--- config.mk ---
export PLATFORM = sky130hd
export DESIGN_NAME = pwr_out_route
export DESIGN_NICKNAME = d
export VERILOG_FILES = /design/src/logic/pwr_pkg.sv /design/src/logic/pwr_out_route.sv /design/src/logic/pwr_sync_sel.sv
export SDC_FILE = /design/constraint.sdc
export NUM_CORES = 1
export LEC_CHECK = 0
export BUFFER_PORTS_ARGS = -buffer_cell sky130_fd_sc_hd__buf_2
export CORE_MARGIN = 2
export CORE_UTILIZATION = 64
export CTS_CLUSTER_SIZE = 8
export DETAILED_ROUTE_END_ITERATION = 7
export GPL_ROUTABILITY_DRIVEN = 0
export PLACE_DENSITY = 0.95
export SYNTH_ARGS = -nofsm -noshare
export SYNTH_HDL_FRONTEND = slang
export SYNTH_HIERARCHICAL = 1
export SYNTH_SLANG_ARGS = --single-unit
--- constraint.sdc ---
create_clock -name sys_clk -period 6 [get_ports sys_clk]
set_input_delay 0.9 -clock sys_clk [delete_from_list [all_inputs] [get_ports sys_clk]]
set_output_delay 0.9 -clock sys_clk [all_outputs]
set_load 0.02 [all_outputs]
--- src/logic/pwr_pkg.sv ---
// shared constants and carriers for the waveform output routing block
// assumes a single 200 MHz clock and a synchronous active-low reset
package pwr_pkg;

  localparam int NUM_UNITS = 3;
  localparam int CMP_BITS  = 12;

  // register byte offsets on the bus
  localparam logic [7:0] REG_CFG_BASE = 8'h00;
  localparam logic [7:0] REG_CMP_BASE = 8'h20;
  localparam logic [7:0] REG_IRQ_STAT = 8'h80;
  localparam logic [7:0] REG_IRQ_MASK = 8'h84;
  localparam logic [7:0] REG_IRQ_VEC  = 8'h88;
  localparam logic [3:0] CMP_SLOTS    = 4'hc;

  // sync_output_config fields
  localparam int CFG_OUT3_SEL  = 7;
  localparam int CFG_OUT2_SEL  = 6;
  localparam int CFG_SYNC_LO   = 4;
  localparam int CFG_OUT3_EN   = 3;
  localparam int CFG_PART_B_EN = 2;
  localparam int CFG_OUT2_EN   = 1;
  localparam int CFG_PART_A_EN = 0;

  // compare register slots per unit
  localparam int CMP_SA = 0;
  localparam int CMP_RA = 1;
  localparam int CMP_SB = 2;
  localparam int CMP_RB = 3;

  localparam logic [7:0]  CFG_RST  = 8'h00;
  localparam logic [15:0] CMP_RST  = 16'h0000;
  localparam logic [7:0]  TEMP_RST = 8'h00;
  localparam logic [5:0]  IRQ_RST  = 6'h00;

  localparam logic [2:0] VEC_NONE = 3'h0;
  localparam logic [2:0] VEC_LAST = 3'h6;

  typedef enum logic [1:0] {
    PWR_ONE_RAMP  = 2'b00,
    PWR_TWO_RAMP  = 2'b01,
    PWR_FOUR_RAMP = 2'b10,
    PWR_CENTRE    = 2'b11
  } pwr_mode_e;

  typedef enum logic [1:0] {
    PWR_SYNC_A_LEAD  = 2'b00,
    PWR_SYNC_A_TRAIL = 2'b01,
    PWR_SYNC_B_LEAD  = 2'b10,
    PWR_SYNC_B_TRAIL = 2'b11
  } pwr_sync_e;

  // what the counter and ramp engine of one unit reports each cycle
  typedef struct packed {
    logic [11:0] cnt;
    logic        tick;
    logic        count_up;
    pwr_mode_e   mode;
    logic        wave_a;
    logic        wave_b;
    logic        fault_a;
    logic        fault_b;
    logic        retrig;
    logic        capture;
    logic        sync_err;
  } pwr_unit_in_s;

  typedef struct packed {
    logic [2:0] wave_out_0;
    logic [2:0] wave_out_0_en;
    logic [2:0] wave_out_1;
    logic [2:0] wave_out_1_en;
    logic       wave_out_2;
    logic       wave_out_2_en;
    logic       wave_out_3;
    logic       wave_out_3_en;
  } pwr_pins_s;

endpackage : pwr_pkg

--- src/logic/pwr_out_route.sv ---
// output routing, pin enable, converter sync and interrupts of three units
// assumes the counter engines report on pwr_unit_in_s in the sys_clk domain
// and an avalon-mm master that holds its request until waitrequest is low
//
// Register access over Avalon-MM and the placing of the registers were decided locally.
`timescale 1ns/100ps
`default_nettype none

// Notes on behaviour
// each unit has end-cycle and capture interrupts
// end-cycle flag on counter match with reset-b
// capture flag on retrigger, capture or sync error
// vectors one to six, unit two first
// out3 takes b when clear, a when set
// out2 takes a when clear, b when set
// ramp modes: leading edges send converter sync
// ramp modes: trailing edge or fault sends sync
// centre mode: set-a match by direction only
// out3 alt pin follows b when enabled
// part b pin follows b when enabled
// out2 alt pin follows a when enabled
// part a pin follows a when enabled
// compare values are twelve bits, always compared
// high byte staged, low byte write commits
// converter sync is a one-cycle pulse
module pwr_out_route
  import pwr_pkg::*;
(
  input  wire logic                                 sys_clk,
  input  wire logic                                 reset_n,
  input  wire logic [7:0]                           avs_address,
  input  wire logic                                 avs_read,
  input  wire logic                                 avs_write,
  input  wire logic [31:0]                          avs_writedata,
  input  wire logic [3:0]                           avs_byteenable,
  output logic [31:0]                               avs_readdata,
  output logic                                      avs_waitrequest,
  input  wire pwr_pkg::pwr_unit_in_s [NUM_UNITS-1:0] unit_in,
  output pwr_pkg::pwr_pins_s                        pins,
  output logic [NUM_UNITS-1:0]                      adc_sync,
  output logic                                      irq,
  output logic [2:0]                                irq_vector
);

  typedef struct packed {
    logic [NUM_UNITS-1:0][7:0]       cfg;
    logic [NUM_UNITS-1:0][3:0][15:0] cmp;
    logic [7:0]                      temp;
    logic [5:0]                      stat;
    logic [5:0]                      mask;
    logic                            waitreq;
    logic [31:0]                     rdata;
    logic                            irq;
    logic [2:0]                      vec;
    pwr_pins_s                       pins;
  } pwr_core_s;

  pwr_core_s  s_q;
  pwr_core_s  s_d;
  logic [5:0] events;
  logic       dec_ok;
  logic       dec_cfg;
  logic       dec_cmp;
  logic       dec_stat;
  logic       dec_mask;
  logic       dec_vec;
  logic [3:0] cmp_idx;
  logic [1:0] sel_unit;
  logic [1:0] sel_slot;
  logic [31:0] rd_val;
  logic       take;
  logic       wr_lane;

  // per-unit events and sync selectors
  genvar gk;
  generate
    for (gk = 0; gk < NUM_UNITS; gk++) begin : g_unit
      assign events[2*gk] = unit_in[gk].tick &&
        (unit_in[gk].cnt == s_q.cmp[gk][CMP_RB][CMP_BITS-1:0]);
      assign events[2*gk+1] = unit_in[gk].retrig || unit_in[gk].capture ||
        unit_in[gk].sync_err;

      pwr_sync_sel u_sync (
        .sys_clk  (sys_clk),
        .reset_n  (reset_n),
        .unit     (unit_in[gk]),
        .sel      (s_q.cfg[gk][CFG_SYNC_LO+1:CFG_SYNC_LO]),
        .sa       (s_q.cmp[gk][CMP_SA]),
        .ra       (s_q.cmp[gk][CMP_RA]),
        .sb       (s_q.cmp[gk][CMP_SB]),
        .rb       (s_q.cmp[gk][CMP_RB]),
        .adc_sync (adc_sync[gk])
      );
    end
  endgenerate

  // address decode and read mux
  always_comb begin
    cmp_idx  = avs_address[6:3] - 4'h4;
    sel_unit = cmp_idx[3:2];
    sel_slot = cmp_idx[1:0];
    dec_cfg  = (avs_address[7:4] == REG_CFG_BASE[7:4]) && (avs_address[3:2] != 2'b11)
               && (avs_address[1:0] == 2'b00);
    dec_cmp  = !avs_address[7] && (avs_address[6:5] != 2'b00)
               && (cmp_idx < CMP_SLOTS) && (avs_address[1:0] == 2'b00);
    dec_stat = (avs_address == REG_IRQ_STAT);
    dec_mask = (avs_address == REG_IRQ_MASK);
    dec_vec  = (avs_address == REG_IRQ_VEC);
    dec_ok   = dec_cfg || dec_cmp || dec_stat || dec_mask || dec_vec;
    rd_val   = '0;
    if (dec_cfg) begin
      rd_val[7:0] = s_q.cfg[avs_address[3:2]];
    end else if (dec_cmp) begin
      rd_val[7:0] = avs_address[2] ? s_q.cmp[sel_unit][sel_slot][15:8]
                                   : s_q.cmp[sel_unit][sel_slot][7:0];
    end else if (dec_stat) begin
      rd_val[5:0] = s_q.stat;
    end else if (dec_mask) begin
      rd_val[5:0] = s_q.mask;
    end else if (dec_vec) begin
      rd_val[2:0] = s_q.vec;
    end
  end

  // a request is served once, in the cycle waitrequest is still high
  assign take    = (avs_read || avs_write) && s_q.waitreq;
  assign wr_lane = take && avs_write && avs_byteenable[0];

  always_comb begin
    s_d = s_q;
    s_d.waitreq = !take;
    if (take && avs_read) begin
      s_d.rdata = rd_val;
    end

    // register writes; unmapped addresses are ignored
    if (wr_lane && dec_cfg) begin
      s_d.cfg[avs_address[3:2]] = avs_writedata[7:0];
    end
    if (wr_lane && dec_cmp && avs_address[2]) begin
      s_d.temp = avs_writedata[7:0];
    end
    if (wr_lane && dec_cmp && !avs_address[2]) begin
      // both bytes land together so the comparator never sees a torn value
      s_d.cmp[sel_unit][sel_slot] = {s_q.temp, avs_writedata[7:0]};
    end
    if (wr_lane && dec_mask) begin
      s_d.mask = avs_writedata[5:0];
    end

    // sticky flags: a new event wins over a write-one clear
    s_d.stat = s_q.stat & ~((wr_lane && dec_stat) ? avs_writedata[5:0] : 6'h00);
    s_d.stat = s_d.stat | events;

    // level interrupt and vector of the highest-priority pending source
    s_d.irq = |(s_q.stat & s_q.mask);
    s_d.vec = VEC_NONE;
    for (int b = 0; b < 6; b++) begin
      if (s_q.stat[b] && s_q.mask[b]) begin
        s_d.vec = VEC_LAST - 3'(b);
      end
    end

    // pin routing
    for (int k = 0; k < NUM_UNITS; k++) begin
      s_d.pins.wave_out_0_en[k] = s_q.cfg[k][CFG_PART_A_EN];
      s_d.pins.wave_out_0[k]    = s_q.cfg[k][CFG_PART_A_EN] && unit_in[k].wave_a;
      s_d.pins.wave_out_1_en[k] = s_q.cfg[k][CFG_PART_B_EN];
      s_d.pins.wave_out_1[k]    = s_q.cfg[k][CFG_PART_B_EN] && unit_in[k].wave_b;
    end
    s_d.pins.wave_out_2_en = s_q.cfg[2][CFG_OUT2_EN];
    s_d.pins.wave_out_2    = s_q.cfg[2][CFG_OUT2_EN] &&
      (s_q.cfg[2][CFG_OUT2_SEL] ? unit_in[2].wave_b : unit_in[2].wave_a);
    s_d.pins.wave_out_3_en = s_q.cfg[2][CFG_OUT3_EN];
    s_d.pins.wave_out_3    = s_q.cfg[2][CFG_OUT3_EN] &&
      (s_q.cfg[2][CFG_OUT3_SEL] ? unit_in[2].wave_a : unit_in[2].wave_b);
  end

  always_ff @(posedge sys_clk) begin
    if (!reset_n) begin
      s_q         <= '0;
      s_q.cfg     <= {NUM_UNITS{CFG_RST}};
      s_q.cmp     <= {(NUM_UNITS*4){CMP_RST}};
      s_q.temp    <= TEMP_RST;
      s_q.stat    <= IRQ_RST;
      s_q.mask    <= IRQ_RST;
      s_q.waitreq <= 1'b1;
      s_q.vec     <= VEC_NONE;
    end else begin
      s_q <= s_d;
    end
  end

  assign avs_readdata    = s_q.rdata;
  assign avs_waitrequest = s_q.waitreq;
  assign pins            = s_q.pins;
  assign irq             = s_q.irq;
  assign irq_vector      = s_q.vec;

  a_ec_sets_flag: assert property (@(posedge sys_clk) disable iff (!reset_n)
    events[0] |=> s_q.stat[0])
    else $error("end-cycle event did not set its flag");

  a_capture_irq_sets_flag: assert property (@(posedge sys_clk) disable iff (!reset_n)
    unit_in[1].sync_err |=> s_q.stat[3])
    else $error("sync error did not set capture flag");

  a_irq_follows: assert property (@(posedge sys_clk) disable iff (!reset_n)
    (|(s_q.stat & s_q.mask)) |=> irq)
    else $error("irq low while an enabled flag is pending");

  a_vec_first: assert property (@(posedge sys_clk) disable iff (!reset_n)
    (s_q.stat[5] && s_q.mask[5]) |=> (irq_vector == 3'h1))
    else $error("unit two capture must take vector one");

  a_out3_sel: assert property (@(posedge sys_clk) disable iff (!reset_n)
    (s_q.cfg[2][CFG_OUT3_EN] && !s_q.cfg[2][CFG_OUT3_SEL])
    |=> (pins.wave_out_3 == $past(unit_in[2].wave_b)))
    else $error("out3 does not follow generator b");

  a_out2_sel: assert property (@(posedge sys_clk) disable iff (!reset_n)
    (s_q.cfg[2][CFG_OUT2_EN] && s_q.cfg[2][CFG_OUT2_SEL])
    |=> (pins.wave_out_2 == $past(unit_in[2].wave_b)))
    else $error("out2 does not follow generator b");

  a_pin_release: assert property (@(posedge sys_clk) disable iff (!reset_n)
    !s_q.cfg[0][CFG_PART_A_EN] |=> (!pins.wave_out_0_en[0] && !pins.wave_out_0[0]))
    else $error("part a pin driven while disabled");

  a_commit_pair: assert property (@(posedge sys_clk) disable iff (!reset_n)
    (wr_lane && avs_address == REG_CMP_BASE)
    |=> (s_q.cmp[0][CMP_SA] == {$past(s_q.temp), $past(avs_writedata[7:0])}))
    else $error("compare pair not committed on low byte");

  a_wait_once: assert property (@(posedge sys_clk) disable iff (!reset_n)
    take |=> (!avs_waitrequest ##1 avs_waitrequest))
    else $error("waitrequest not low for exactly one cycle");

  // idle bus keeps waitrequest high, so a new request is always taken
  a_wait_idle: assert property (@(posedge sys_clk) disable iff (!reset_n)
    !(avs_read || avs_write)
    |=> avs_waitrequest)
    else $error("waitrequest low without a request");

  a_cfg_write: assert property (@(posedge sys_clk) disable iff (!reset_n)
    (wr_lane && dec_cfg && avs_address[3:2] == 2'b10)
    |=> (s_q.cfg[2] == $past(avs_writedata[7:0])))
    else $error("unit two config write lost");

  a_mask_write: assert property (@(posedge sys_clk) disable iff (!reset_n)
    (wr_lane && dec_mask)
    |=> (s_q.mask == $past(avs_writedata[5:0])))
    else $error("mask write lost");

  a_temp_stage: assert property (@(posedge sys_clk) disable iff (!reset_n)
    (wr_lane && dec_cmp && avs_address[2])
    |=> (s_q.temp == $past(avs_writedata[7:0])))
    else $error("high byte not staged");

  a_high_no_commit: assert property (@(posedge sys_clk) disable iff (!reset_n)
    (wr_lane && dec_cmp && avs_address[2])
    |=> $stable(s_q.cmp))
    else $error("high byte write changed a compare value");

  // flags, level interrupt and vector
  a_ec_sets_u1: assert property (@(posedge sys_clk) disable iff (!reset_n)
    events[2]
    |=> s_q.stat[2])
    else $error("unit one end-cycle flag not set");

  a_ec_sets_u2: assert property (@(posedge sys_clk) disable iff (!reset_n)
    events[4]
    |=> s_q.stat[4])
    else $error("unit two end-cycle flag not set");

  a_capture_irq_retrig: assert property (@(posedge sys_clk) disable iff (!reset_n)
    unit_in[0].retrig
    |=> s_q.stat[1])
    else $error("retrigger did not set capture flag");

  a_capture_irq_capture: assert property (@(posedge sys_clk) disable iff (!reset_n)
    unit_in[2].capture
    |=> s_q.stat[5])
    else $error("capture did not set capture flag");

  a_stat_sticky: assert property (@(posedge sys_clk) disable iff (!reset_n)
    (s_q.stat[0] && !(wr_lane && dec_stat && avs_writedata[0]))
    |=> s_q.stat[0])
    else $error("flag dropped without a write-one clear");

  a_irq_quiet: assert property (@(posedge sys_clk) disable iff (!reset_n)
    !(|(s_q.stat & s_q.mask))
    |=> !irq)
    else $error("irq high with nothing enabled pending");

  a_vec_none: assert property (@(posedge sys_clk) disable iff (!reset_n)
    !(|(s_q.stat & s_q.mask))
    |=> (irq_vector == VEC_NONE))
    else $error("vector set with nothing pending");

  a_vec_last: assert property (@(posedge sys_clk) disable iff (!reset_n)
    ((s_q.stat & s_q.mask) == 6'h01)
    |=> (irq_vector == VEC_LAST))
    else $error("unit zero end-cycle must take the last vector");

  // pin ownership and routing
  a_out3_sel_a: assert property (@(posedge sys_clk) disable iff (!reset_n)
    (s_q.cfg[2][CFG_OUT3_EN] && s_q.cfg[2][CFG_OUT3_SEL])
    |=> (pins.wave_out_3 == $past(unit_in[2].wave_a)))
    else $error("out3 does not follow generator a");

  a_out2_sel_a: assert property (@(posedge sys_clk) disable iff (!reset_n)
    (s_q.cfg[2][CFG_OUT2_EN] && !s_q.cfg[2][CFG_OUT2_SEL])
    |=> (pins.wave_out_2 == $past(unit_in[2].wave_a)))
    else $error("out2 does not follow generator a");

  a_out3_release: assert property (@(posedge sys_clk) disable iff (!reset_n)
    !s_q.cfg[2][CFG_OUT3_EN]
    |=> (!pins.wave_out_3_en && !pins.wave_out_3))
    else $error("out3 alt pin driven while disabled");

  a_out2_release: assert property (@(posedge sys_clk) disable iff (!reset_n)
    !s_q.cfg[2][CFG_OUT2_EN]
    |=> (!pins.wave_out_2_en && !pins.wave_out_2))
    else $error("out2 alt pin driven while disabled");

  a_part_b_release: assert property (@(posedge sys_clk) disable iff (!reset_n)
    !s_q.cfg[0][CFG_PART_B_EN]
    |=> (!pins.wave_out_1_en[0] && !pins.wave_out_1[0]))
    else $error("part b pin driven while disabled");

  a_part_b_follow: assert property (@(posedge sys_clk) disable iff (!reset_n)
    s_q.cfg[1][CFG_PART_B_EN]
    |=> (pins.wave_out_1[1] == $past(unit_in[1].wave_b)))
    else $error("part b pin does not follow generator b");

  a_part_a_follow: assert property (@(posedge sys_clk) disable iff (!reset_n)
    s_q.cfg[1][CFG_PART_A_EN]
    |=> (pins.wave_out_0[1] == $past(unit_in[1].wave_a)))
    else $error("part a pin does not follow generator a");

endmodule : pwr_out_route

`default_nettype wire

--- src/logic/pwr_sync_sel.sv ---
// converter sync source selection for one waveform unit
// assumes compare values are stable registers of the parent
`timescale 1ns/100ps
`default_nettype none

module pwr_sync_sel
  import pwr_pkg::*;
(
  input  wire logic                     sys_clk,
  input  wire logic                     reset_n,
  input  wire pwr_pkg::pwr_unit_in_s    unit,
  input  wire logic [1:0]               sel,
  input  wire logic [15:0]              sa,
  input  wire logic [15:0]              ra,
  input  wire logic [15:0]              sb,
  input  wire logic [15:0]              rb,
  output logic                          adc_sync
);

  typedef struct packed {
    logic sync;
  } pwr_sync_s;

  pwr_sync_s s_q;
  pwr_sync_s s_d;
  logic      hit_sa;
  logic      hit_ra;
  logic      hit_sb;
  logic      hit_rb;

  assign hit_sa = unit.tick && (unit.cnt == sa[CMP_BITS-1:0]);
  assign hit_ra = unit.tick && (unit.cnt == ra[CMP_BITS-1:0]);
  assign hit_sb = unit.tick && (unit.cnt == sb[CMP_BITS-1:0]);
  assign hit_rb = unit.tick && (unit.cnt == rb[CMP_BITS-1:0]);

  always_comb begin
    s_d = s_q;
    s_d.sync = 1'b0;
    if (unit.mode == PWR_CENTRE) begin
      unique case (sel)
        PWR_SYNC_A_LEAD:  s_d.sync = hit_sa && !unit.count_up;
        PWR_SYNC_A_TRAIL: s_d.sync = hit_sa && unit.count_up;
        PWR_SYNC_B_LEAD:  s_d.sync = 1'b0;
        PWR_SYNC_B_TRAIL: s_d.sync = 1'b0;
      endcase
    end else begin
      unique case (sel)
        PWR_SYNC_A_LEAD:  s_d.sync = hit_sa;
        PWR_SYNC_A_TRAIL: s_d.sync = hit_ra || unit.fault_a;
        PWR_SYNC_B_LEAD:  s_d.sync = hit_sb;
        PWR_SYNC_B_TRAIL: s_d.sync = hit_rb || unit.fault_b;
      endcase
    end
  end

  // one flop: the pulse lasts a single cycle per event
  always_ff @(posedge sys_clk) begin
    if (!reset_n) begin
      s_q <= '0;
    end else begin
      s_q <= s_d;
    end
  end

  assign adc_sync = s_q.sync;

  a_centre_quiet: assert property (@(posedge sys_clk) disable iff (!reset_n)
    (unit.mode == PWR_CENTRE && sel[1]) |=> !adc_sync)
    else $error("sync pulse in centre mode with a silent select code");

  a_lead_sa_sync: assert property (@(posedge sys_clk) disable iff (!reset_n)
    (unit.mode != PWR_CENTRE && sel == PWR_SYNC_A_LEAD && hit_sa) |=> adc_sync)
    else $error("missing sync on set-a match");

  a_trail_b_sync: assert property (@(posedge sys_clk) disable iff (!reset_n)
    (unit.mode != PWR_CENTRE && sel == PWR_SYNC_B_TRAIL && unit.fault_b) |=> adc_sync)
    else $error("missing sync on part b fault");

endmodule : pwr_sync_sel

`default_nettype wire

After elaboration in Yosys (flattened, before gate mapping)
Cells that the tools add are included.
W data, S select, Z words.
{"block": "totals", "register_bits": 268, "in_bits": 117, "output_inout_bits": 56}
{"block": "op_classes", "add_sub_neg": 1, "magnitude_cmp": 7, "n_eq_ne": 28, "muxes": 40, "n_bitwise": 5, "reduce_logical": 81}
{"cell": "$bwmux W192", "n": 1}
{"cell": "$eq A12 B12 Y1", "n": 12}
{"cell": "$bmux W64 S2", "n": 1}
{"cell": "$demux W64 S2", "n": 1}
{"cell": "$mux W64", "n": 2}
{"cell": "$logic_and A1 B1 Y1", "n": 50}
{"cell": "$bmux W16 S2", "n": 1}
{"cell": "$demux W16 S2", "n": 1}
{"cell": "$mux W16", "n": 2}
{"cell": "$mux W8", "n": 4}
{"cell": "$bwmux W24", "n": 1}
{"cell": "$eq A8 B8 Y1 const B", "n": 3}
{"cell": "$eq A2 B2 Y1 const B", "n": 9}
{"cell": "$mux W3", "n": 6}
{"cell": "$mux W6", "n": 3}
{"cell": "$bmux W8 S2", "n": 1}
{"cell": "$demux W8 S2", "n": 1}
{"cell": "$logic_or A1 B1 Y1", "n": 13}
{"cell": "$and A6 B6 Y6", "n": 2}
{"cell": "$pmux W1 S4", "n": 3}
{"cell": "$lt A2 B3 Y1 const B", "n": 3}
{"cell": "$pmux W1 S3", "n": 3}
{"cell": "$logic_not A2 Y1", "n": 4}
{"cell": "$reduce_or A2 Y1", "n": 4}
{"cell": "other kinds (15)", "n": 31}

Longest topological paths before layout
{"block": "depth", "word_depth": 9, "depth_mapped": 11, "ltp_nobuf": 7}

Hierarchy
Netlist, hierarchy kept.
{"module": "pwr_out_route", "n_inst": 1, "cells_each": 1398, "area_each_um2": 13028.7, "seq_area_each_um2": 5305.1}
{"module": "pwr_sync_sel", "n_inst": 3, "cells_each": 77, "area_each_um2": 635.6, "seq_area_each_um2": 20.0}

Worst setup path before layout
Ideal clock, no wire load.
{"block": "synth_timing", "kind": "input to register", "from": "in avs_address[5]", "to": "reg s_q, in the netlist avs_readdata[1]", "setup_time_ns": 0.070, "arrival_time_ns": 3.109, "slack_ns": 2.821, "cell_stages": 11, "path_cell_list": "buf_2 -> inv_1 -> ha_1 -> buf_2 -> or3b_1 -> clkbuf_1 -> clkbuf_1 -> o221ai_1 -> a21oi_1 -> or4_1 -> a21oi_1"}
{"block": "synth_between", "elab_chain_len": 8, "elab_cells_between_ends": 22, "cone_classes": "add/sub: 1; order compare: 1; eq/ne: 3; mux: 10; reduce/logical: 7"}
{"item": "start: declaration", "line": "pwr_out_route.sv:31", "rtl": "input wire logic [7:0] avs_address,"}
{"item": "$sub A4 B3 Y4", "line": "pwr_out_route.sv:99", "rtl": "cmp_idx = avs_address[6:3] - 4'h4;"}
{"item": "$bmux W64 S2", "line": "pwr_out_route.sv:114, pwr_out_route.sv:115"}
{"item": "$mux W64 (implied by the code)", "line": "pwr_out_route.sv:114, pwr_out_route.sv:115"}
{"item": "$bmux W16 S2", "line": "pwr_out_route.sv:114, pwr_out_route.sv:115"}
{"item": "$mux W16 (implied by the code)", "line": "pwr_out_route.sv:115", "rtl": ": s_q.cmp[sel_unit][sel_slot][7:0];"}
{"item": "$mux W8", "line": "pwr_out_route.sv:114", "rtl": "rd_val[7:0] = avs_address[2] ? s_q.cmp[sel_unit][sel_slot][15:8]"}
{"item": "$mux W6", "line": "pwr_out_route.sv:113", "rtl": "end else if (dec_cmp) begin"}
{"item": "$mux W8 *", "line": "pwr_out_route.sv:111", "rtl": "if (dec_cfg) begin"}
{"item": "end: declaration", "line": "pwr_out_route.sv:58", "rtl": "pwr_core_s s_q;"}
Mark *: on every way between the ends. The rest lies on a longest branch, timed or not. The select of a mux whose other input is x is not followed.
A chain may end at the register's enable or synchronous reset.

Final worst setup path
Ends and elaborated chain as after synthesis.

==> results list <==
- Fraction of power consumed by the clock network: between 40 and 50%
- Cell at the slowest stage of the critical path: sky130_fd_sc_hd__ha_1
- At the pin with the least slew margin, the transition time is 1.31 ns.
- Yosys cell types: 63
* Switch Pwr: 0.997 mW
- Entering global routing, the biggest net connects 197 pins.
* Area delta synth->final: 8.60%
- Number of I/O port buffers: 121
- The checks that failed: DRC.
* Total count of hold-check failures in the final report: 0
- Launch point of the worst hold path: s_q[149]
- Starting density of the core: 65.6%
- STA classifies the critical path startpoint as a primary input.
- # Post-CTS Setup Buffers: 0
- For this run, the number of Yosys warnings is 6.
- In this run, post-CTS repair resized a total of 0 instances.
* Max-cap check violation count: 0
- Setup repair after global routing left no endpoint under its margin.
- Synth Instances: 1629
- The setup check on the worst reg-to-reg path leaves a slack of 2.90 ns.
* Number of global-route vias before repair: 13731
- STA puts the critical path data required time at 6.44 ns.
- Start of the worst register-to-register path: avs_waitrequest
* Initial DRC count: 2382
* Series of cell instances along the critical path: buf_2, inv_1, ha_1, nand3b_1, o221ai_1, a211oi_1, or4_1, a21oi_1
* Most common cell after layout, fill and taps aside: sky130_fd_sc_hd__dfxtp_1
* Minimum clock period after layout: 4.21 ns
- Syn Std Cell Area: 0.0149 mm2
- For this run, the register share of the synthesized area comes to 35.9%.
* Clock tree from TritonCTS: done
* Sequential power share: a little over two fifths
* Number of flops mapped to enable cells by yosys: 0
- Of all nets on the critical path, the largest fanout is 27.
* Number of sinks handled by clock tree synthesis: 268
* Worst Path Arrival: 4.66 ns
- After detailed routing, the average wire length per cell comes to around 25 um.
* Hold crit path type: reg2reg
* Post-Place Cells: 1913
* Via density: 7.01
- Number of buffers between clock root and the deepest sink: 3
- The H-tree was split into 2 levels.
- Critical Path Start: avs_address[5]
- The first global-routing pass estimated roughly 74 mm of wire.
- CTS placed an instance of sky130_fd_sc_hd__clkbuf_16 at the clock tree root.
- Setup violations remaining at the end of the flow were counted as 0.
* Total number of vias: 13719
* Overall die area: 0.0246 mm2
- For this run the aggregate overflow at the end of global routing stands at 0.
* Number of iterations in the first detailed-routing pass: 8
- The number of antenna diodes in the final layout is 0.
- Setup Skew: about 0.028 ns
- Category of the most critical setup path: in2reg
- The average instance in the mapped netlist occupies 9.17 um2.
* Initial antenna violation count: 3
- In the synthesized netlist the async set-or-reset flop fraction comes to 0%.
- For this design the top-level I/O count stands at 173.
* Final wirelength: a little under 50 mm
* Total of flip-flops plus latches after synthesis: 268
- Number of buffers created by CTS: 39
* Fraction of power consumed by combinational cells: 8.5%
* Horizontal extent of the die: 157 um
- Leaving out fill and tap cells, the most frequent cells in the layout are sky130_fd_sc_hd__dfxtp_1 (268), sky130_fd_sc_hd__nand2_1 (192), sky130_fd_sc_hd__nand3_1 (165), sky130_fd_sc_hd__a21boi_0 (155), sky130_fd_sc_hd__mux2i_1 (134).
- In the global route stage, overall resource usage came out at 38.9%.
- Maximum achievable frequency: 237 MHz
- CP max stage delay: 1.00 ns
- Fraction of the cycle the final worst path needs: between 70 and 80%
- Final Non-Filler Cells: 1956
- PwrDens: between 200 and 300 mW/mm2
* Sw Share: 24.3%
- Number of design rule violations left after detail routing: 1
- Row Count: 55
- Setup TNS Final: 0 ns
- For the worst-skew pair, the clock arrives at the later sink with an insertion delay of 0.54 ns.
- Result of the run: finished with violations
* Internal power: 3.10 mW
- Layout cells sized above 1: 14.1%
- Peak VDD IR: 176 uV
* Area of the placeable core: approximately 0.023 mm2
- Once detailed placement completed, the half-perimeter wirelength came to 28.7 mm.
- The analysis attributes to cell leakage a power of 6.02 nW.
- Slew margin rel.: 12.5%
- Buffers inserted to repair hold after CTS numbered 0.
- The number of max-slew violations in the final report came to 0.
- The final layout contains between 1500 and 2000 nets.
- Height of the die: 157 um
- STA classifies the critical path endpoint as a flip-flop.
- Clock slew at the register clock pins of the worst setup and hold paths: about 0.050 ns
* Antenna viol nets, final: 0
- For this run, the leading register cell type out of synthesis is sky130_fd_sc_hd__dfxtp_1.
[flip-flops by register name (all words and copies together) (netlist names)]
name,cells
irq,1
g_unit.u_sync/adc_sync,3
pins,16
avs_readdata,8
avs_waitrequest,1
s_d,8
s_q,228
irq_vector,3
[synth_stat cells, drive strengths merged (2+ instances only)]
cell     instances  share of area [%]
o2111ai          7               0.41
a21oi           10               0.34
mux4            28                4.2
a31oi            4               0.17
o311ai           3               0.33
nand3b           3               0.15
nor2             7               0.18
buf             99                4.2
o22ai           11               0.46
nand2          192                4.8
o41a             3               0.23
a22oi            7               0.35
nor3             4               0.17
a211o            3               0.18
and3             8               0.34
clkbuf          85                2.1
a222oi           3               0.20
nand4           30                1.3
a21boi         157                7.9
nor2b           92                3.9
xnor2           99                5.8
a221oi           7               0.41
mux2             6               0.45
o211ai           8               0.40
o2bb2ai          2               0.12
a211oi           6               0.30
mux2i          134                9.0
o21ai            6               0.20
and2             9               0.38
nor4            26                1.4
and4             3               0.18
ha               4               0.34
or4             10               0.60
or3b             3               0.18
nor4b            3               0.32
nand3          168                5.8
o221ai          12               0.70
inv              5               0.13
dfxtp          268                 36
xor2            84                4.9
[critical path: cells and delay by family]
family | cells | cell delay, ns
buffers and inverters | 2 | 0.58
adder cells (fa/ha/maj) | 1 | 1.00
AND/OR/NAND/NOR | 2 | 1.35
AO/OA/AOI/OAI | 3 | 0.82
[area by class of cell]
class | instances | area, um2
multi-input combinational | 1195 | 8710
fill | 1416 | 6560
sequential | 268 | 5370
clock buffer | 42 | 1030
timing repair buffer | 132 | 697
tap | 313 | 392
inverter | 5 | 18.8
clock inverter | 1 | 5.00
[per-stage QoR]
step                      hold WS (ns)  util, %  area (um2)  power [mW]  worst slack [ns]
after floorplan                  0.432        -       15000        2.05              2.82
after global placement           0.441     66.7       15200        2.15              1.71
after detailed placement         0.457     66.7       15200        2.16              1.57
after CTS                        0.469     71.2       16200        4.07              1.98
after global routing             0.500     71.2       16200        4.17              1.74
final                            0.471     71.2       16200        4.10              1.79
[worst paths after layout]
path | cells after the start | end
min reg2reg | 2 | s_q[149]
min | 2 | s_q[149]
max reg2reg | 6 | s_q[260]
max | 8 | avs_readdata[1]
[metal layers]
layer,wire (um),share of wire [%],global-route usage [%],vias to the layer above
li1,-,-,-,5679
met1,16200,34,45.1,6389
met2,20700,43,58.9,1274
met3,7070,15,13.3,373
met4,4290,8.9,30.5,4
met5,24,0.050,0,-
[logic make-up after synthesis]
logic type               share of synthesized area, %
AND/OR/NAND/NOR                                  19.8
adder cells (fa/ha/maj)                         0.335
buffers and inverters                            6.51
other                                          0.0251
flip-flops                                       35.9
multiplexers                                     13.7
XOR/XNOR                                         10.7
AO/OA/AOI/OAI                                    13.0
[power groups by stage]
stage                     Sequential [mW]  Clock [mW]  Combinational (mW)
after floorplan                      1.83           0               0.226
after global placement               1.83           0               0.322
after detailed placement             1.83           0               0.328
after CTS                            1.79        1.94               0.335
after global routing                 1.79        2.02               0.361
final                                1.79        1.95               0.350
Note: power is estimated with default switching activity, not from simulation.
